===== src/logic/ext_irq_pkg.sv =====
// constants and types shared by the external interrupt pin controller
package ext_irq_pkg;

  localparam int NUM_CH = 4;

  // channel order inside the block
  localparam int CH_ONE   = 0;
  localparam int CH_NMI   = 1;
  localparam int CH_TWO   = 2;
  localparam int CH_THREE = 3;

  // register indices; byte address is four times the index
  localparam logic [15:0] IDX_EXT_IRQ1_CONTROL        = 16'h7070;
  localparam logic [15:0] IDX_NONMASKABLE_PIN_CONTROL = 16'h7072;
  localparam logic [15:0] IDX_EXT_IRQ2_CONTROL        = 16'h7078;
  localparam logic [15:0] IDX_EXT_IRQ3_CONTROL        = 16'h707a;
  localparam logic [15:0] IDX_IRQ_STATUS              = 16'h7080;
  localparam logic [15:0] IDX_IRQ_MASK                = 16'h7081;

  localparam logic [NUM_CH-1:0][15:0] CTRL_IDX = {
    IDX_EXT_IRQ3_CONTROL, IDX_EXT_IRQ2_CONTROL,
    IDX_NONMASKABLE_PIN_CONTROL, IDX_EXT_IRQ1_CONTROL};

  // field positions inside a control register
  localparam int FLAG_BIT   = 15;
  localparam int LEVEL_BIT  = 6;
  localparam int NMISEL_BIT = 5;
  localparam int DIR_BIT    = 4;
  localparam int DOUT_BIT   = 3;
  localparam int POL_BIT    = 2;
  localparam int PRIO_BIT   = 1;
  localparam int EN_BIT     = 0;

  // which channels implement which optional fields
  localparam logic [NUM_CH-1:0] HAS_PRIO_EN = 4'b1101;
  localparam logic [NUM_CH-1:0] HAS_GPIO    = 4'b1100;
  localparam logic [NUM_CH-1:0] HAS_NMISEL  = 4'b0001;
  localparam logic [NUM_CH-1:0] FIXED_NMI   = 4'b0010;

  // pin edge detector needs this many samples before it may report
  localparam int ARM_CYCLES = 3;

  typedef struct packed {
    logic flag;
    logic nmisel;
    logic dir;
    logic dout;
    logic pol;
    logic prio;
    logic en;
  } ctrl_t;

  localparam ctrl_t CTRL_RESET = '0;
  localparam logic [NUM_CH-1:0] IRQ_MASK_RESET = 4'h0;

  typedef enum logic [0:0] {
    BUS_IDLE = 1'b0,
    BUS_ACK  = 1'b1
  } bus_state_t;

endpackage


===== src/logic/pin_edge_detect.sv =====
// synchroniser and selected-edge detector for one interrupt pin
`timescale 1ns/1ns
`default_nettype none
module pin_edge_detect (
  input  wire logic clk_i,
  input  wire logic rst_n_i,
  input  wire logic pin_i,
  input  wire logic pol_i,
  output logic      level_o,
  output logic      edge_o
);

  logic                                meta_r;
  logic                                sync_r;
  logic                                prev_r;
  logic [ext_irq_pkg::ARM_CYCLES-1:0]  arm_r;

  // two-flop synchroniser, then one more sample for comparison
  always_ff @(posedge clk_i or negedge rst_n_i) begin
    if (!rst_n_i) begin
      meta_r <= 1'b0;
      sync_r <= 1'b0;
      prev_r <= 1'b0;
    end else begin
      meta_r <= pin_i;
      sync_r <= meta_r;
      prev_r <= sync_r;
    end
  end

  // no edge reported until real samples fill the pipe
  always_ff @(posedge clk_i or negedge rst_n_i) begin
    if (!rst_n_i) begin
      arm_r <= '0;
    end else begin
      arm_r <= {arm_r[ext_irq_pkg::ARM_CYCLES-2:0], 1'b1};
    end
  end

  assign level_o = sync_r;
  assign edge_o  = arm_r[ext_irq_pkg::ARM_CYCLES-1] && (sync_r != prev_r)
                   && (sync_r == pol_i);
endmodule
`default_nettype wire


===== src/logic/ext_irq_ctrl.sv =====
// external interrupt pin controller with its register slave
//
// The Avalon-MM interface to the registers was left to the implementer.
`timescale 1ns/1ns
`default_nettype none
module ext_irq_ctrl (
  input  wire logic        MCLK_I,
  input  wire logic        RESET_N_I,
  input  wire logic [17:0] AVS_ADDRESS_I,
  input  wire logic        AVS_READ_I,
  input  wire logic        AVS_WRITE_I,
  input  wire logic [31:0] AVS_WRITEDATA_I,
  input  wire logic [3:0]  AVS_BYTEENABLE_I,
  output logic [31:0]      AVS_READDATA_O,
  output logic             AVS_WAITREQUEST_O,
  input  wire logic        EXT_IRQ_PIN_ONE_I,
  input  wire logic        NMI_PIN_I,
  input  wire logic        EXT_IRQ_PIN_TWO_I,
  output logic             EXT_IRQ_PIN_TWO_O,
  output logic             EXT_IRQ_PIN_TWO_OE_O,
  input  wire logic        EXT_IRQ_PIN_THREE_I,
  output logic             EXT_IRQ_PIN_THREE_O,
  output logic             EXT_IRQ_PIN_THREE_OE_O,
  input  wire logic        ACK_HI_I,
  input  wire logic        ACK_LO_I,
  input  wire logic        ACK_NMI_I,
  output logic             INT_HI_O,
  output logic             INT_LO_O,
  output logic             INT_NMI_O,
  output logic             IRQ_O
);

  localparam int N = ext_irq_pkg::NUM_CH;

  ////////////////////////////////////////////////////////////////////////////
  // declarations

  ext_irq_pkg::bus_state_t bus_st_r;
  logic                    waitreq_r;
  logic [31:0]             rdata_r;
  logic [31:0]             rd_val;
  logic                    req;
  logic                    wr_acc;
  logic                    aligned;
  logic [15:0]             idx;
  logic [N-1:0]            sel;
  logic                    sel_stat;
  logic                    sel_mask;

  ext_irq_pkg::ctrl_t      ctrl_r [N];
  logic [N-1:0][15:0]      ctrl_word;
  logic [N-1:0]            pins_in;
  logic [N-1:0]            lvl;
  logic [N-1:0]            ch_edge;
  logic [N-1:0]            clr_wr;
  logic [N-1:0]            route_nmi;
  logic [N-1:0]            route_hi;
  logic [N-1:0]            route_lo;
  logic [N-1:0]            req_en;
  logic [N-1:0]            ack_ch;
  logic [N-1:0]            pend_r;
  logic [N-1:0]            pend_nxt;

  logic [N-1:0]            stat_r;
  logic [N-1:0]            stat_nxt;
  logic [N-1:0]            mask_r;
  logic                    int_hi_r;
  logic                    int_lo_r;
  logic                    int_nmi_r;
  logic                    irq_r;
  logic                    two_out_r;
  logic                    two_oe_r;
  logic                    three_out_r;
  logic                    three_oe_r;

  assign pins_in = {EXT_IRQ_PIN_THREE_I, EXT_IRQ_PIN_TWO_I, NMI_PIN_I, EXT_IRQ_PIN_ONE_I};

  ////////////////////////////////////////////////////////////////////////////
  // avalon slave: waitrequest drops one cycle after the request

  assign req     = AVS_READ_I || AVS_WRITE_I;
  assign idx     = AVS_ADDRESS_I[17:2];
  assign aligned = (AVS_ADDRESS_I[1:0] == 2'b00);
  assign wr_acc  = AVS_WRITE_I && (bus_st_r == ext_irq_pkg::BUS_ACK);
  assign sel_stat = aligned && (idx == ext_irq_pkg::IDX_IRQ_STATUS);
  assign sel_mask = aligned && (idx == ext_irq_pkg::IDX_IRQ_MASK);

  always_ff @(posedge MCLK_I or negedge RESET_N_I) begin
    if (!RESET_N_I) begin
      bus_st_r  <= ext_irq_pkg::BUS_IDLE;
      waitreq_r <= 1'b1;
      rdata_r   <= 32'h0000_0000;
    end else begin
      unique case (bus_st_r)
        ext_irq_pkg::BUS_IDLE: begin
          if (req) begin
            bus_st_r  <= ext_irq_pkg::BUS_ACK;
            waitreq_r <= 1'b0;
            rdata_r   <= AVS_READ_I ? rd_val : 32'h0000_0000;
          end
        end
        ext_irq_pkg::BUS_ACK: begin
          bus_st_r  <= ext_irq_pkg::BUS_IDLE;
          waitreq_r <= 1'b1;
        end
      endcase
    end
  end

  // reserved bits and unmapped addresses read zero
  always_comb begin
    rd_val = 32'h0000_0000;
    for (int k = 0; k < N; k++) begin
      if (sel[k]) begin
        rd_val[15:0] = ctrl_word[k];
      end
    end
    if (sel_stat) begin
      rd_val[N-1:0] = stat_r;
    end
    if (sel_mask) begin
      rd_val[N-1:0] = mask_r;
    end
  end

  ////////////////////////////////////////////////////////////////////////////
  // per pin: detector, control register, pending request

  for (genvar k = 0; k < N; k++) begin : g_ch
    assign sel[k] = aligned && (idx == ext_irq_pkg::CTRL_IDX[k]);
    assign clr_wr[k] = wr_acc && sel[k] && AVS_BYTEENABLE_I[1]
                       && AVS_WRITEDATA_I[ext_irq_pkg::FLAG_BIT];

    pin_edge_detect pin_edge_detect_i (
      .clk_i   (MCLK_I),
      .rst_n_i (RESET_N_I),
      .pin_i   (pins_in[k]),
      .pol_i   (ctrl_r[k].pol),
      .level_o (lvl[k]),
      .edge_o  (ch_edge[k])
    );

    // flag: set wins over a clear in the same cycle
    always_ff @(posedge MCLK_I or negedge RESET_N_I) begin
      if (!RESET_N_I) begin
        ctrl_r[k].flag <= ext_irq_pkg::CTRL_RESET.flag;
      end else if (ch_edge[k]) begin
        ctrl_r[k].flag <= 1'b1;
      end else if (clr_wr[k]) begin
        ctrl_r[k].flag <= 1'b0;
      end
    end

    // low byte settings; absent fields stay zero, bits 14..7 are dropped
    always_ff @(posedge MCLK_I or negedge RESET_N_I) begin
      if (!RESET_N_I) begin
        ctrl_r[k].nmisel <= ext_irq_pkg::CTRL_RESET.nmisel;
        ctrl_r[k].dir    <= ext_irq_pkg::CTRL_RESET.dir;
        ctrl_r[k].dout   <= ext_irq_pkg::CTRL_RESET.dout;
        ctrl_r[k].pol    <= ext_irq_pkg::CTRL_RESET.pol;
        ctrl_r[k].prio   <= ext_irq_pkg::CTRL_RESET.prio;
        ctrl_r[k].en     <= ext_irq_pkg::CTRL_RESET.en;
      end else if (wr_acc && sel[k] && AVS_BYTEENABLE_I[0]) begin
        ctrl_r[k].pol    <= AVS_WRITEDATA_I[ext_irq_pkg::POL_BIT];
        ctrl_r[k].prio   <= AVS_WRITEDATA_I[ext_irq_pkg::PRIO_BIT]
                            && ext_irq_pkg::HAS_PRIO_EN[k];
        ctrl_r[k].en     <= AVS_WRITEDATA_I[ext_irq_pkg::EN_BIT]
                            && ext_irq_pkg::HAS_PRIO_EN[k];
        ctrl_r[k].dir    <= AVS_WRITEDATA_I[ext_irq_pkg::DIR_BIT]
                            && ext_irq_pkg::HAS_GPIO[k];
        ctrl_r[k].dout   <= AVS_WRITEDATA_I[ext_irq_pkg::DOUT_BIT]
                            && ext_irq_pkg::HAS_GPIO[k];
        ctrl_r[k].nmisel <= AVS_WRITEDATA_I[ext_irq_pkg::NMISEL_BIT]
                            && ext_irq_pkg::HAS_NMISEL[k];
      end
    end

    always_comb begin
      ctrl_word[k] = 16'h0000;
      ctrl_word[k][ext_irq_pkg::FLAG_BIT]   = ctrl_r[k].flag;
      ctrl_word[k][ext_irq_pkg::LEVEL_BIT]  = lvl[k];
      ctrl_word[k][ext_irq_pkg::NMISEL_BIT] = ctrl_r[k].nmisel;
      ctrl_word[k][ext_irq_pkg::DIR_BIT]    = ctrl_r[k].dir;
      ctrl_word[k][ext_irq_pkg::DOUT_BIT]   = ctrl_r[k].dout;
      ctrl_word[k][ext_irq_pkg::POL_BIT]    = ctrl_r[k].pol;
      ctrl_word[k][ext_irq_pkg::PRIO_BIT]   = ctrl_r[k].prio;
      ctrl_word[k][ext_irq_pkg::EN_BIT]     = ctrl_r[k].en;
    end

    // nonmaskable routing overrides priority and enable
    assign route_nmi[k] = ext_irq_pkg::FIXED_NMI[k] || ctrl_r[k].nmisel;
    assign route_hi[k]  = !route_nmi[k] && !ctrl_r[k].prio;
    assign route_lo[k]  = !route_nmi[k] && ctrl_r[k].prio;
    assign req_en[k]    = route_nmi[k] || ctrl_r[k].en;
    assign ack_ch[k]    = (route_nmi[k] && ACK_NMI_I) || (route_hi[k] && ACK_HI_I)
                          || (route_lo[k] && ACK_LO_I);
    // each edge re-raises the request regardless of the flag
    assign pend_nxt[k]  = (ch_edge[k] && req_en[k])
                          || (pend_r[k] && !clr_wr[k] && !ack_ch[k]);
  end

  always_ff @(posedge MCLK_I or negedge RESET_N_I) begin
    if (!RESET_N_I) begin
      pend_r <= '0;
    end else begin
      pend_r <= pend_nxt;
    end
  end

  ////////////////////////////////////////////////////////////////////////////
  // requests to the cpu levels

  always_ff @(posedge MCLK_I or negedge RESET_N_I) begin
    if (!RESET_N_I) begin
      int_hi_r  <= 1'b0;
      int_lo_r  <= 1'b0;
      int_nmi_r <= 1'b0;
    end else begin
      int_hi_r  <= |(pend_nxt & route_hi);
      int_lo_r  <= |(pend_nxt & route_lo);
      int_nmi_r <= |(pend_nxt & route_nmi);
    end
  end

  ////////////////////////////////////////////////////////////////////////////
  // event status, mask and interrupt line

  assign stat_nxt = ch_edge | (stat_r & ~((sel_stat && wr_acc && AVS_BYTEENABLE_I[0])
                                          ? AVS_WRITEDATA_I[N-1:0] : {N{1'b0}}));

  always_ff @(posedge MCLK_I or negedge RESET_N_I) begin
    if (!RESET_N_I) begin
      stat_r <= '0;
      irq_r  <= 1'b0;
    end else begin
      stat_r <= stat_nxt;
      irq_r  <= |(stat_nxt & mask_r);
    end
  end

  always_ff @(posedge MCLK_I or negedge RESET_N_I) begin
    if (!RESET_N_I) begin
      mask_r <= ext_irq_pkg::IRQ_MASK_RESET;
    end else if (sel_mask && wr_acc && AVS_BYTEENABLE_I[0]) begin
      mask_r <= AVS_WRITEDATA_I[N-1:0];
    end
  end

  ////////////////////////////////////////////////////////////////////////////
  // digital output pins; driven only while not enabled as interrupt

  always_ff @(posedge MCLK_I or negedge RESET_N_I) begin
    if (!RESET_N_I) begin
      two_out_r   <= 1'b0;
      two_oe_r    <= 1'b0;
      three_out_r <= 1'b0;
      three_oe_r  <= 1'b0;
    end else begin
      two_out_r   <= ctrl_r[ext_irq_pkg::CH_TWO].dout;
      two_oe_r    <= ctrl_r[ext_irq_pkg::CH_TWO].dir
                     && !ctrl_r[ext_irq_pkg::CH_TWO].en;
      three_out_r <= ctrl_r[ext_irq_pkg::CH_THREE].dout;
      three_oe_r  <= ctrl_r[ext_irq_pkg::CH_THREE].dir
                     && !ctrl_r[ext_irq_pkg::CH_THREE].en;
    end
  end

  assign AVS_READDATA_O         = rdata_r;
  assign AVS_WAITREQUEST_O      = waitreq_r;
  assign EXT_IRQ_PIN_TWO_O      = two_out_r;
  assign EXT_IRQ_PIN_TWO_OE_O   = two_oe_r;
  assign EXT_IRQ_PIN_THREE_O    = three_out_r;
  assign EXT_IRQ_PIN_THREE_OE_O = three_oe_r;
  assign INT_HI_O               = int_hi_r;
  assign INT_LO_O               = int_lo_r;
  assign INT_NMI_O              = int_nmi_r;
  assign IRQ_O                  = irq_r;
endmodule
`default_nettype wire


===== config.mk =====
export PLATFORM = sky130hd
export DESIGN_NAME = ext_irq_ctrl
export DESIGN_NICKNAME = d
export VERILOG_FILES = /design/src/logic/ext_irq_pkg.sv /design/src/logic/pin_edge_detect.sv /design/src/logic/ext_irq_ctrl.sv
export SDC_FILE = /design/constraint.sdc
export NUM_CORES = 1
export LEC_CHECK = 0
export BUFFER_PORTS_ARGS = -buffer_cell sky130_fd_sc_hd__buf_2
export CAP_MARGIN = 20
export CELL_PAD_IN_SITES_DETAIL_PLACEMENT = 1
export CELL_PAD_IN_SITES_GLOBAL_PLACEMENT = 2
export CORE_UTILIZATION = 29
export CTS_BUF_LIST = sky130_fd_sc_hd__clkbuf_16
export DETAILED_ROUTE_END_ITERATION = 8
export PLACE_DENSITY_LB_ADDON = 0.1
export SLEW_MARGIN = 15
export SYNTH_ARGS = -nofsm -noshare
export SYNTH_HDL_FRONTEND = slang
export SYNTH_HIERARCHICAL = 1
export SYNTH_SLANG_ARGS = --single-unit
export TNS_END_PERCENT = 100

===== constraint.sdc =====
create_clock -name MCLK_I -period 1.39 [get_ports MCLK_I]
set_input_delay 0.278 -clock MCLK_I [delete_from_list [all_inputs] [get_ports MCLK_I]]
set_output_delay 0.278 -clock MCLK_I [all_outputs]
set_load 0.02 [all_outputs]

==> results of run 1 <==
-- final cells by class --
class                   count  area (um2)  area share [%]
clock buffers               9       225.2           4.615
repair buffers            110       823.3           16.87
clock inverters             7       77.57           1.590
multi-input cells         187        1707           34.97
inverters                  11       41.29          0.8462
well taps                 140       175.2           3.590
flip-flops and latches     73        1831           37.51
-- worst max-delay path: stages --
cell,delay (ps)
buf_8,100
nor4_4,280
nand3_2,150
nor4_4,280
buf_6,160
a31oi_4,80
a2111o_1,410
-- what timing repair did --
action / in CTS / in global routing
buffers inserted: 9 / 10
setup endpoints to repair: 31 / 36
endpoints found under the hold margin: 27 / 0
resized for setup: 36 / 56
pin swaps: 13 / 29
hold buffers: 1 / 0
gates cloned: 0 / 0
-- cells in the final DEF, fill, tap and decap left out, types with 5 or more instances in the layout --
cell type | Yosys | routed
o21ai_0 | 19 | 11
nor2b_1 | 5 | 5
dfrtp_1 | 72 | 70
conb_1 | 5 | 28
o21ai_1 | 0 | 6
mux2i_1 | 5 | 5
buf_2 | 3 | 49
nand3_4 | 0 | 6
a21o_1 | 6 | 6
inv_1 | 11 | 10
nand2_1 | 21 | 20
nand4_1 | 5 | 5
mux2_4 | 5 | 18
nor2_1 | 12 | 8
clkbuf_16 | 0 | 9
buf_4 | 25 | 41
buf_6 | 1 | 12
-- worst min-delay path by stage --
stage	depth (start not counted)	endpoint	slack, ps	from
final	1	g_ch[2].pin_edge_detect_i/meta_r$_DFF_PN0_	50	EXT_IRQ_PIN_TWO_I
after global routing	1	g_ch[1].pin_edge_detect_i/meta_r$_DFF_PN0_	30	NMI_PIN_I
after CTS	1	g_ch[1].pin_edge_detect_i/meta_r$_DFF_PN0_	40	NMI_PIN_I
after detailed placement	1	bus_st_r$_DFF_PN0_	260	RESET_N_I
after global placement	1	bus_st_r$_DFF_PN0_	260	RESET_N_I
after floorplan	0	AVS_READDATA_O[0]$_DFFE_PN0P_	-20	RESET_N_I
-- power by group through the flow --
stage               logic (mW)  clock network (mW)  registers (mW)
floorplan                0.218                   0            2.25
global placement         0.414                   0            2.24
detailed placement       0.420                   0            2.24
CTS                      0.464                2.41            2.21
global route             0.539                2.49            2.21
finish                   0.499                2.34            2.21
-- per-stage QoR --
stage	setup WS, ps	std cells	hold WS [ps]	TNS [ps]
final	-165.6	537	50.41	-2199
after global routing	-211.0	537	30.91	-3756
after CTS	-182.7	531	39.08	-2637
after detailed placement	-502.5	505	259.8	-14770
after global placement	-527.2	505	262.2	-14310
after floorplan	-271.2	300	-17.59	-3048
-- state kept, by name, indices dropped and copies added, names as in the netlist --
register and cells:
AVS_WAITREQUEST_O 1, INT_HI_O 1, INT_NMI_O 1, ctrl_r 19, EXT_IRQ_PIN_THREE_OE_O 1, g_ch.pin_edge_detect_i/meta_r 4, EXT_IRQ_PIN_THREE_O 1, mask_r 4
EXT_IRQ_PIN_TWO_OE_O 1, IRQ_O 1, pend_r 4, INT_LO_O 1, g_ch.pin_edge_detect_i/level_o 4, stat_r 4, g_ch.pin_edge_detect_i/arm_r 12, g_ch.pin_edge_detect_i/prev_r 4
EXT_IRQ_PIN_TWO_O 1, bus_st_r 1, AVS_READDATA_O 8
-- cell families after synthesis --
family                 after synthesis  synth area share [%]
and+or+nand+nor                     81                 15.68
DFF                                 73                 54.54
AOI/OAI and AO/OA                   50                 10.60
buffers and inverters               40                 7.615
muxes                               28                 11.01
other                                5                0.5600
-- metal layers --
metal	vias to the layer above	share of wire (%)	track usage (%)
met5	-	0	0
met4	0	1.2	6.095
met3	7	3.7	3.497
met2	66	52	29.74
met1	1301	43	21.09
li1	1178	-	-
==> flow_metrics.env, run 1 <==
export IMPL_rsz0062_at_grt="true"
export IMPL_dp_hpwl_um=7084
export IMPL_place_gp_congestion=0.7245
export IMPL_syn_cell_area_um2=3352
export IMPL_drv_cap=0
export IMPL_final_antenna_net_count=0
export IMPL_power_frac_seq_pct=43.8
export IMPL_synth_cell_type_count=51
export IMPL_antenna_found_initial=0
export IMPL_power_density_nw_per_um2=1033
export IMPL_fmax_mhz=642.9
export IMPL_drt_pass1_iterations=4
export IMPL_violations="negative setup slack"
export IMPL_cts_buffers=9
export IMPL_path_class="in2reg"
export IMPL_crit_end="IRQ_O$_DFF_PN0_"
export IMPL_finClkSkew_ps=6.124
export IMPL_via_count=2552
export IMPL_combPwrFrac_pct=9.9
export IMPL_r2r_start="bus_st_r$_DFF_PN0_"
export IMPL_syn_to_final_growth_pct=45.58
export IMPL_arrival_ps=1760
export IMPL_fp_row_count=38
export IMPL_yosysTopAreaCellShare_pct=53.75
export IMPL_finalHoldViolations=0
export IMPL_finalCritPeriodShare_pct=111.9
export IMPL_syn_area_per_cell_um2=12.10
export IMPL_synthTopCellsByArea="dfrtp_1, buf_4, mux2_2, o21ai_0, nand2_1"
export IMPL_drive_gt1_share_pct=49.87
export IMPL_insertedDiodeCount=0
export IMPL_nNetsFinal=457
export IMPL_io_buffers=54
export IMPL_p_total_mw=5.041
export IMPL_insertion_delay_ps=330
export IMPL_slew_violations=0
export IMPL_setup_violations=26
export IMPL_ys_ff_latch=73
export IMPL_fillers=1179
export IMPL_p_leak_nw=2.249
export IMPL_stdcell_area_um2=4880
export IMPL_timing_final_crit_period_ps=1556
export IMPL_clock_sinks=73
export IMPL_finalWirelength_um=9552
export IMPL_startpoint_type="primary input"
export IMPL_cts_root_buf="clkbuf_16"
export IMPL_r2r_end="INT_NMI_O$_DFF_PN0_"
export IMPL_coreArea_um2=11030
export IMPL_initialDrtViolationCount=75
export IMPL_reg2reg_depth=5
export IMPL_wl_per_cell_um=17.79
export IMPL_drc=0
export IMPL_start_util_pct=30.39
export IMPL_htreeDepth=3
export IMPL_die_h_um=109.5
export IMPL_synth_top_cell_by_area="dfrtp_1"
export IMPL_min_path_type="in2reg"
export IMPL_ys_async_sr_fraction_pct=100.0
export IMPL_routed_via_density=4.752
export IMPL_swShare_pct=25.07
export IMPL_path_max_fanout=4
export IMPL_ff2ff_setup_slack_ps=-150
export IMPL_die_w_um=109.5
export IMPL_grt_max_degree=31
export IMPL_cp_startpoint="AVS_ADDRESS_I[13]"
export IMPL_grt_pass1_vias=2691
export IMPL_yosys_warnings=6
export IMPL_cp_required_ps=1590
export IMPL_placed_area_um2=4078
export IMPL_vdd_drop_max_v=0.0007363
export IMPL_seq_area_frac_synth_pct=54.54
export IMPL_grt_overflow=0
export IMPL_cts_tree="built"
export IMPL_synth_common_cells="dfrtp_1, buf_4, nand2_1"
export IMPL_setup_ws_ps=-165.6
export IMPL_final_core_util_pct=44.24
export IMPL_grtUsageTotal_pct=17.15
export IMPL_clk_pin_slew_ps=60
export IMPL_switchingPower_mw=1.264
export IMPL_outcome="complete, but fails checks"
export IMPL_yosysMostFrequentCell="dfrtp_1"
export IMPL_syn_instance_count=277
export IMPL_clock_path_buffers=2
export IMPL_p_clk_share_pct=46.3
export IMPL_grt_pass1_wl_um=14820
export IMPL_io_pins=106
export IMPL_synthFlopType="dfrtp_1"
export IMPL_end_kind="flop"
export IMPL_die_area_um2=11990
export IMPL_synth_edf_count=0
export IMPL_p_int_mw=3.777
Power figures use the tool's default switching activity.
==> run 2, diff against run 1 <==
--- a/config.mk
+++ b/config.mk
@@ -5,13 +5,13 @@
 export SDC_FILE = /design/constraint.sdc
 export NUM_CORES = 1
 export LEC_CHECK = 0
-export BUFFER_PORTS_ARGS = -buffer_cell sky130_fd_sc_hd__buf_2
 export CAP_MARGIN = 20
 export CELL_PAD_IN_SITES_DETAIL_PLACEMENT = 1
 export CELL_PAD_IN_SITES_GLOBAL_PLACEMENT = 2
-export CORE_UTILIZATION = 29
+export CORE_UTILIZATION = 36
 export CTS_BUF_LIST = sky130_fd_sc_hd__clkbuf_16
 export DETAILED_ROUTE_END_ITERATION = 8
+export DONT_BUFFER_PORTS = 1
 export PLACE_DENSITY_LB_ADDON = 0.1
 export SLEW_MARGIN = 15
 export SYNTH_ARGS = -nofsm -noshare
==> run 2 against run 1 <==
The flow finishes with violations (design-rule violations, negative hold slack, negative setup slack); core utilization rose by 3.7 points; cell count fell by 20%; clock skew rose by 1.2 ps; sequential share of layout area rose by 5.6 points; clock power fell by 6%; first-iteration DRC count rose by 20%; via count fell by 13%; worst setup slack improved by 50 ps; die area fell by 19%; non-clock buffer count fell by 73.
==> flow_metrics.env, run 2 (synthesis results as in run 1) <==
export IMPL_whs_ps=-356.5
export IMPL_clock_sinks=73
export IMPL_drt_pass1_iterations=8
export IMPL_fmax_mhz=664.1
export IMPL_rsz0062_at_grt="true"
export IMPL_drive_gt1_share_pct=34.98
export IMPL_slew_headroom_pct=64.25
export IMPL_cts_tree="built"
export IMPL_final_core_util_pct=47.94
export IMPL_regMostFlops="ctrl_r"
export IMPL_grt_overflow=0
export IMPL_outcome="complete, but fails checks"
export IMPL_finalHoldViolations=73
export IMPL_coreArea_um2=8848
export IMPL_syn_to_final_growth_pct=26.54
export IMPL_finClkSkew_ps=7.356
export IMPL_multi_input_area_um2=1620
export IMPL_stdcell_area_um2=4242
export IMPL_seq_area_um2=1831
export IMPL_finalWirelength_um=8515
export IMPL_grt_max_degree=74
export IMPL_final_cell_mix="dfrtp_1, conb_1, buf_4, nand2_1, mux2_4"
export IMPL_clk_pin_slew_ps=60
export IMPL_insertion_delay_ps=320
export IMPL_end_kind="flop"
export IMPL_tns_ps=-1570
export IMPL_cp_required_ps=1600
export IMPL_place_gp_congestion=0.7526
export IMPL_drv_cap=0
export IMPL_insertedDiodeCount=0
export IMPL_slew_violations=0
export IMPL_start_util_pct=37.88
export IMPL_grt_pass1_wl_um=13210
export IMPL_ff2ff_setup_slack_ps=-120
export IMPL_power_density_nw_per_um2=1097
export IMPL_drc=9
export IMPL_nNetsFinal=384
export IMPL_setup_violations=27
export IMPL_path_max_fanout=4
export IMPL_timing_final_crit_period_ps=1506
export IMPL_die_area_um2=9701
export IMPL_via_count=2223
export IMPL_placed_area_um2=3630
export IMPL_vdd_drop_max_v=0.0005813
export IMPL_antenna_found_initial=0
export IMPL_min_path_type="in2async"
export IMPL_fillers=915
export IMPL_violations="design-rule violations, negative hold slack, negative setup slack"
export IMPL_htreeDepth=3
export IMPL_cts_root_buf="clkbuf_16"
export IMPL_die_h_um=98.50
export IMPL_p_leak_nw=1.880
export IMPL_fp_row_count=34
export IMPL_layout_commonest_cell="dfrtp_1"
export IMPL_cts_buffers=9
export IMPL_largest_reg_flops=19
export IMPL_setup_ws_ps=-115.8
export IMPL_routed_via_density=5.158
export IMPL_worst_pin_slew_ps=533.0
export IMPL_path_class="reg2reg"
export IMPL_clock_path_buffers=2
export IMPL_dp_hpwl_um=6105
export IMPL_startpoint_type="flop"
export IMPL_p_total_mw=4.651
export IMPL_grtUsageTotal_pct=18.51
export IMPL_io_buffers=0
export IMPL_wl_per_cell_um=19.76
export IMPL_holdBufCountCts=4
export IMPL_finalCritPeriodShare_pct=108.3
export IMPL_die_w_um=98.50
export IMPL_io_pins=106
export IMPL_arrival_ps=1710
export IMPL_grt_pass1_vias=2385
export IMPL_initialDrtViolationCount=90
export IMPL_final_antenna_net_count=0
[run 2: repair_timing]
action / 4_1_cts / 5_1_grt
resized for setup: 24 / 39
setup endpoints to repair: 30 / 38
endpoints found under the hold margin: 77 / 73
pin swaps: 10 / 13
setup buffers: 4 / 3
[run 2: critical path, cell delays in order, from the launching register on]
cell and delay, ps:
dfrtp_2 420, nand3_4 110, nor4_4 230, buf_6 170
a31oi_2 110, a2111o_1 340
[run 2: per-layer routing]
metal	vias to the layer above	share of wire (%)	GRT usage, %
li1	1024	-	-
met3	5	7.0	5.745
met5	-	0	0
met1	1120	43	24.08
met4	0	0.62	4.133
met2	74	49	30.44
[run 2: path summary, 6_finish.rpt]
| path | start | end | depth (start not counted) |
|---|---|---|---|
| max | bus_st_r$_DFF_PN0_ | IRQ_O$_DFF_PN0_ | 5 |
| min reg2reg | g_ch[0].pin_edge_detect_i/meta_r$_DFF_PN0_ | g_ch[0].pin_edge_detect_i/level_o$_DFF_PN0_ | 0 |
| min in group MCLK_I | AVS_WRITEDATA_I[4] | ctrl_r[11]$_DFFE_PN0P_ | 1 |
| min | RESET_N_I | bus_st_r$_DFF_PN0_ | 0 |
| max in group asynchronous | RESET_N_I | AVS_WAITREQUEST_O$_DFFE_PN1P_ | 0 |
| max reg2reg | bus_st_r$_DFF_PN0_ | IRQ_O$_DFF_PN0_ | 5 |
[run 2: report_power, final]
part           total [mW]  internal (mW)  switching (mW)  leakage [nW]
Clock                2.19           1.35           0.835         0.141
Combinational       0.244          0.102           0.143         0.826
Sequential           2.22           2.18          0.0386         0.913
Total                4.65           3.63            1.02          1.88
[run 2: area by class of cell]
cell class                 count  area share (%)
clock buffer                   9           5.310
clock inverter                 6           1.209
inverter                      11          0.9735
multi-input combinational    187           38.20
sequential                    73           43.16
tap                          108           3.186
timing repair buffer          37           7.965
[run 2: stage by stage]
stage,hold WS [ps],cells,worst slack [ps]
after floorplan,-17.59,300,-271.2
after global placement,-15.87,406,-408.8
after detailed placement,-15.86,406,-441.1
after CTS,-362.5,429,-199.2
after global routing,-373.8,431,-200.8
final,-356.5,431,-115.8
==> run 3, diff against run 2 <==
--- a/config.mk
+++ b/config.mk
@@ -8,6 +8,7 @@
 export CAP_MARGIN = 20
 export CELL_PAD_IN_SITES_DETAIL_PLACEMENT = 1
 export CELL_PAD_IN_SITES_GLOBAL_PLACEMENT = 2
+export CORE_ASPECT_RATIO = 1.25
 export CORE_UTILIZATION = 36
 export CTS_BUF_LIST = sky130_fd_sc_hd__clkbuf_16
 export DETAILED_ROUTE_END_ITERATION = 8
@@ -18,4 +19,4 @@
 export SYNTH_HDL_FRONTEND = slang
 export SYNTH_HIERARCHICAL = 1
 export SYNTH_SLANG_ARGS = --single-unit
-export TNS_END_PERCENT = 100
+export TNS_END_PERCENT = 10
==> run 3 against run 2 <==
The flow finishes with violations (negative hold slack, negative setup slack); via count grew 0.99%; combinational power is essentially flat; count of clock-buffer cells in the layout did not move; sequential cell count is the same; cell count grew 4.9%; wire length down 3.4%; core utilization down 2.7 points; worst setup slack worse by 11 ps; largest cell class unchanged; highest routed layer unchanged.
==> flow_metrics.env, run 3 (synthesis results as in run 1) <==
export IMPL_outcome="complete, but fails checks"
export IMPL_violations="negative hold slack, negative setup slack"
export IMPL_path_max_fanout=4
export IMPL_clk_pin_slew_ps=60
export IMPL_clock_sinks=73
export IMPL_routed_via_density=4.967
export IMPL_whs_ps=-357.3
export IMPL_p_leak_nw=1.868
export IMPL_p_total_mw=4.446
export IMPL_via_count=2245
export IMPL_globalRouteMet3Util_pct=3.754
export IMPL_syn_to_final_growth_pct=22.58
export IMPL_end_kind="flop"
export IMPL_insertedDiodeCount=0
export IMPL_slew_violations=0
export IMPL_timing_final_crit_period_ps=1517
export IMPL_regMostFlops="ctrl_r"
export IMPL_drt_pass1_iterations=4
export IMPL_io_pins=106
export IMPL_drc=0
export IMPL_dp_hpwl_um=6210
export IMPL_start_util_pct=36.93
export IMPL_grt_busiest_layer="met2"
export IMPL_holdBufCountCts=4
export IMPL_final_antenna_net_count=0
export IMPL_place_gp_congestion=0.7827
export IMPL_r2r_start="ctrl_r[9]$_DFFE_PN0P_"
export IMPL_cp_startpoint="ctrl_r[9]$_DFFE_PN0P_"
export IMPL_clock_path_buffers=2
export IMPL_final_cell_mix="dfrtp_1, buf_4, conb_1, nand2_1"
export IMPL_fp_row_count=39
export IMPL_setup_ws_ps=-126.8
export IMPL_use_met1_pct=20.78
export IMPL_fmax_mhz=659.3
export IMPL_arrival_ps=1720
export IMPL_worst_pin_slew_ps=516.9
export IMPL_htreeDepth=3
export IMPL_drive_gt1_share_pct=30.09
export IMPL_die_h_um=109.9
export IMPL_stdcell_count=452
export IMPL_grt_pass1_wl_um=12610
export IMPL_largest_reg_flops=19
export IMPL_grt_met2_usage_pct=32.58
export IMPL_finClkSkew_ps=5.981
export IMPL_tns_ps=-1115
export IMPL_grt_overflow=0
export IMPL_vdd_drop_max_v=0.0005892
export IMPL_finalHoldViolations=73
export IMPL_die_area_um2=9703
export IMPL_cts_tree="built"
export IMPL_cts_buffers=9
export IMPL_grt_pass1_vias=2394
export IMPL_rsz0062_at_grt="true"
export IMPL_coreArea_um2=9076
export IMPL_cts_root_buf="clkbuf_16"
export IMPL_grt_max_degree=74
export IMPL_finalCritPeriodShare_pct=109.1
export IMPL_startpoint_type="flop"
export IMPL_min_path_type="in2async"
export IMPL_setup_violations=18
export IMPL_finalWirelength_um=8226
export IMPL_io_buffers=0
export IMPL_die_w_um=88.31
export IMPL_layout_commonest_cell="dfrtp_1"
export IMPL_slew_headroom_pct=65.33
export IMPL_power_density_nw_per_um2=1082
export IMPL_placed_cells=427
export IMPL_antenna_found_initial=0
export IMPL_grtUsageTotal_pct=18.55
export IMPL_insertion_delay_ps=330
export IMPL_nNetsFinal=389
export IMPL_drv_cap=0
export IMPL_cp_required_ps=1600
export IMPL_wl_per_cell_um=18.20
export IMPL_initialDrtViolationCount=88
export IMPL_path_class="reg2reg"
[run 3: per-layer routing]
metal	wire length, um	vias to the layer above
met2	4251	65
li1	-	1040
met1	3353	1124
met5	0	-
met3	368	16
met4	252	0
[run 3: repair_timing]
item,CTS,global route
gates resized for setup,17,11
endpoints found under the hold margin,77,73
cloned,0,0
pin swaps,10,6
setup endpoints to repair,31,31
setup buffers,4,2
[run 3: worst max-delay path, stage by stage, from the launching register on]
cell,delay (ps)
dfrtp_1,420
nand4b_1,130
o31ai_2,70
buf_4,160
o21ai_1,150
a31oi_1,70
a2111o_1,400
[run 3: final timing paths]
kind / endpoint / slack (ps) / depth (start not counted)
setup / recovery: IRQ_O$_DFF_PN0_ / -130 / 6
hold / removal: AVS_READDATA_O[3]$_DFFE_PN0P_ / -360 / 0
setup reg to reg: IRQ_O$_DFF_PN0_ / -130 / 6
hold reg to reg: g_ch[3].pin_edge_detect_i/arm_r[1]$_DFF_PN0_ / 350 / 0
max in group asynchronous: AVS_WAITREQUEST_O$_DFFE_PN1P_ / 1580 / 0
min in group MCLK_I: ctrl_r[11]$_DFFE_PN0P_ / 90 / 1
[run 3: stage by stage]
stage	worst slack [ps]	utilization (%)	cell area, um2
2_1_floorplan	-279.0	-	3486
3_3_place_gp	-415.0	40.43	3670
3_5_place_dp	-420.4	40.43	3670
4_1_cts	-215.0	44.78	4064
5_1_grt	-206.6	45.27	4109
6_report	-126.8	45.27	4109
[run 3: layout make-up]
type	instances	area, um2
flip-flops and latches	73	1829
well taps	123	153.9
inverters	11	41.29
repair buffers	42	336.6
multi-input cells	187	1491
clock inverters	7	31.28
clock buffers	9	225.2
fillers	988	4967
[run 3: report_power, final]
group | switching, mW | internal [mW] | total (mW) | leakage [nW]
clock network | 0.811 | 1.17 | 1.98 | 0.136
logic | 0.143 | 0.102 | 0.246 | 0.818
registers | 0.0381 | 2.18 | 2.22 | 0.914
total | 0.992 | 3.45 | 4.45 | 1.87
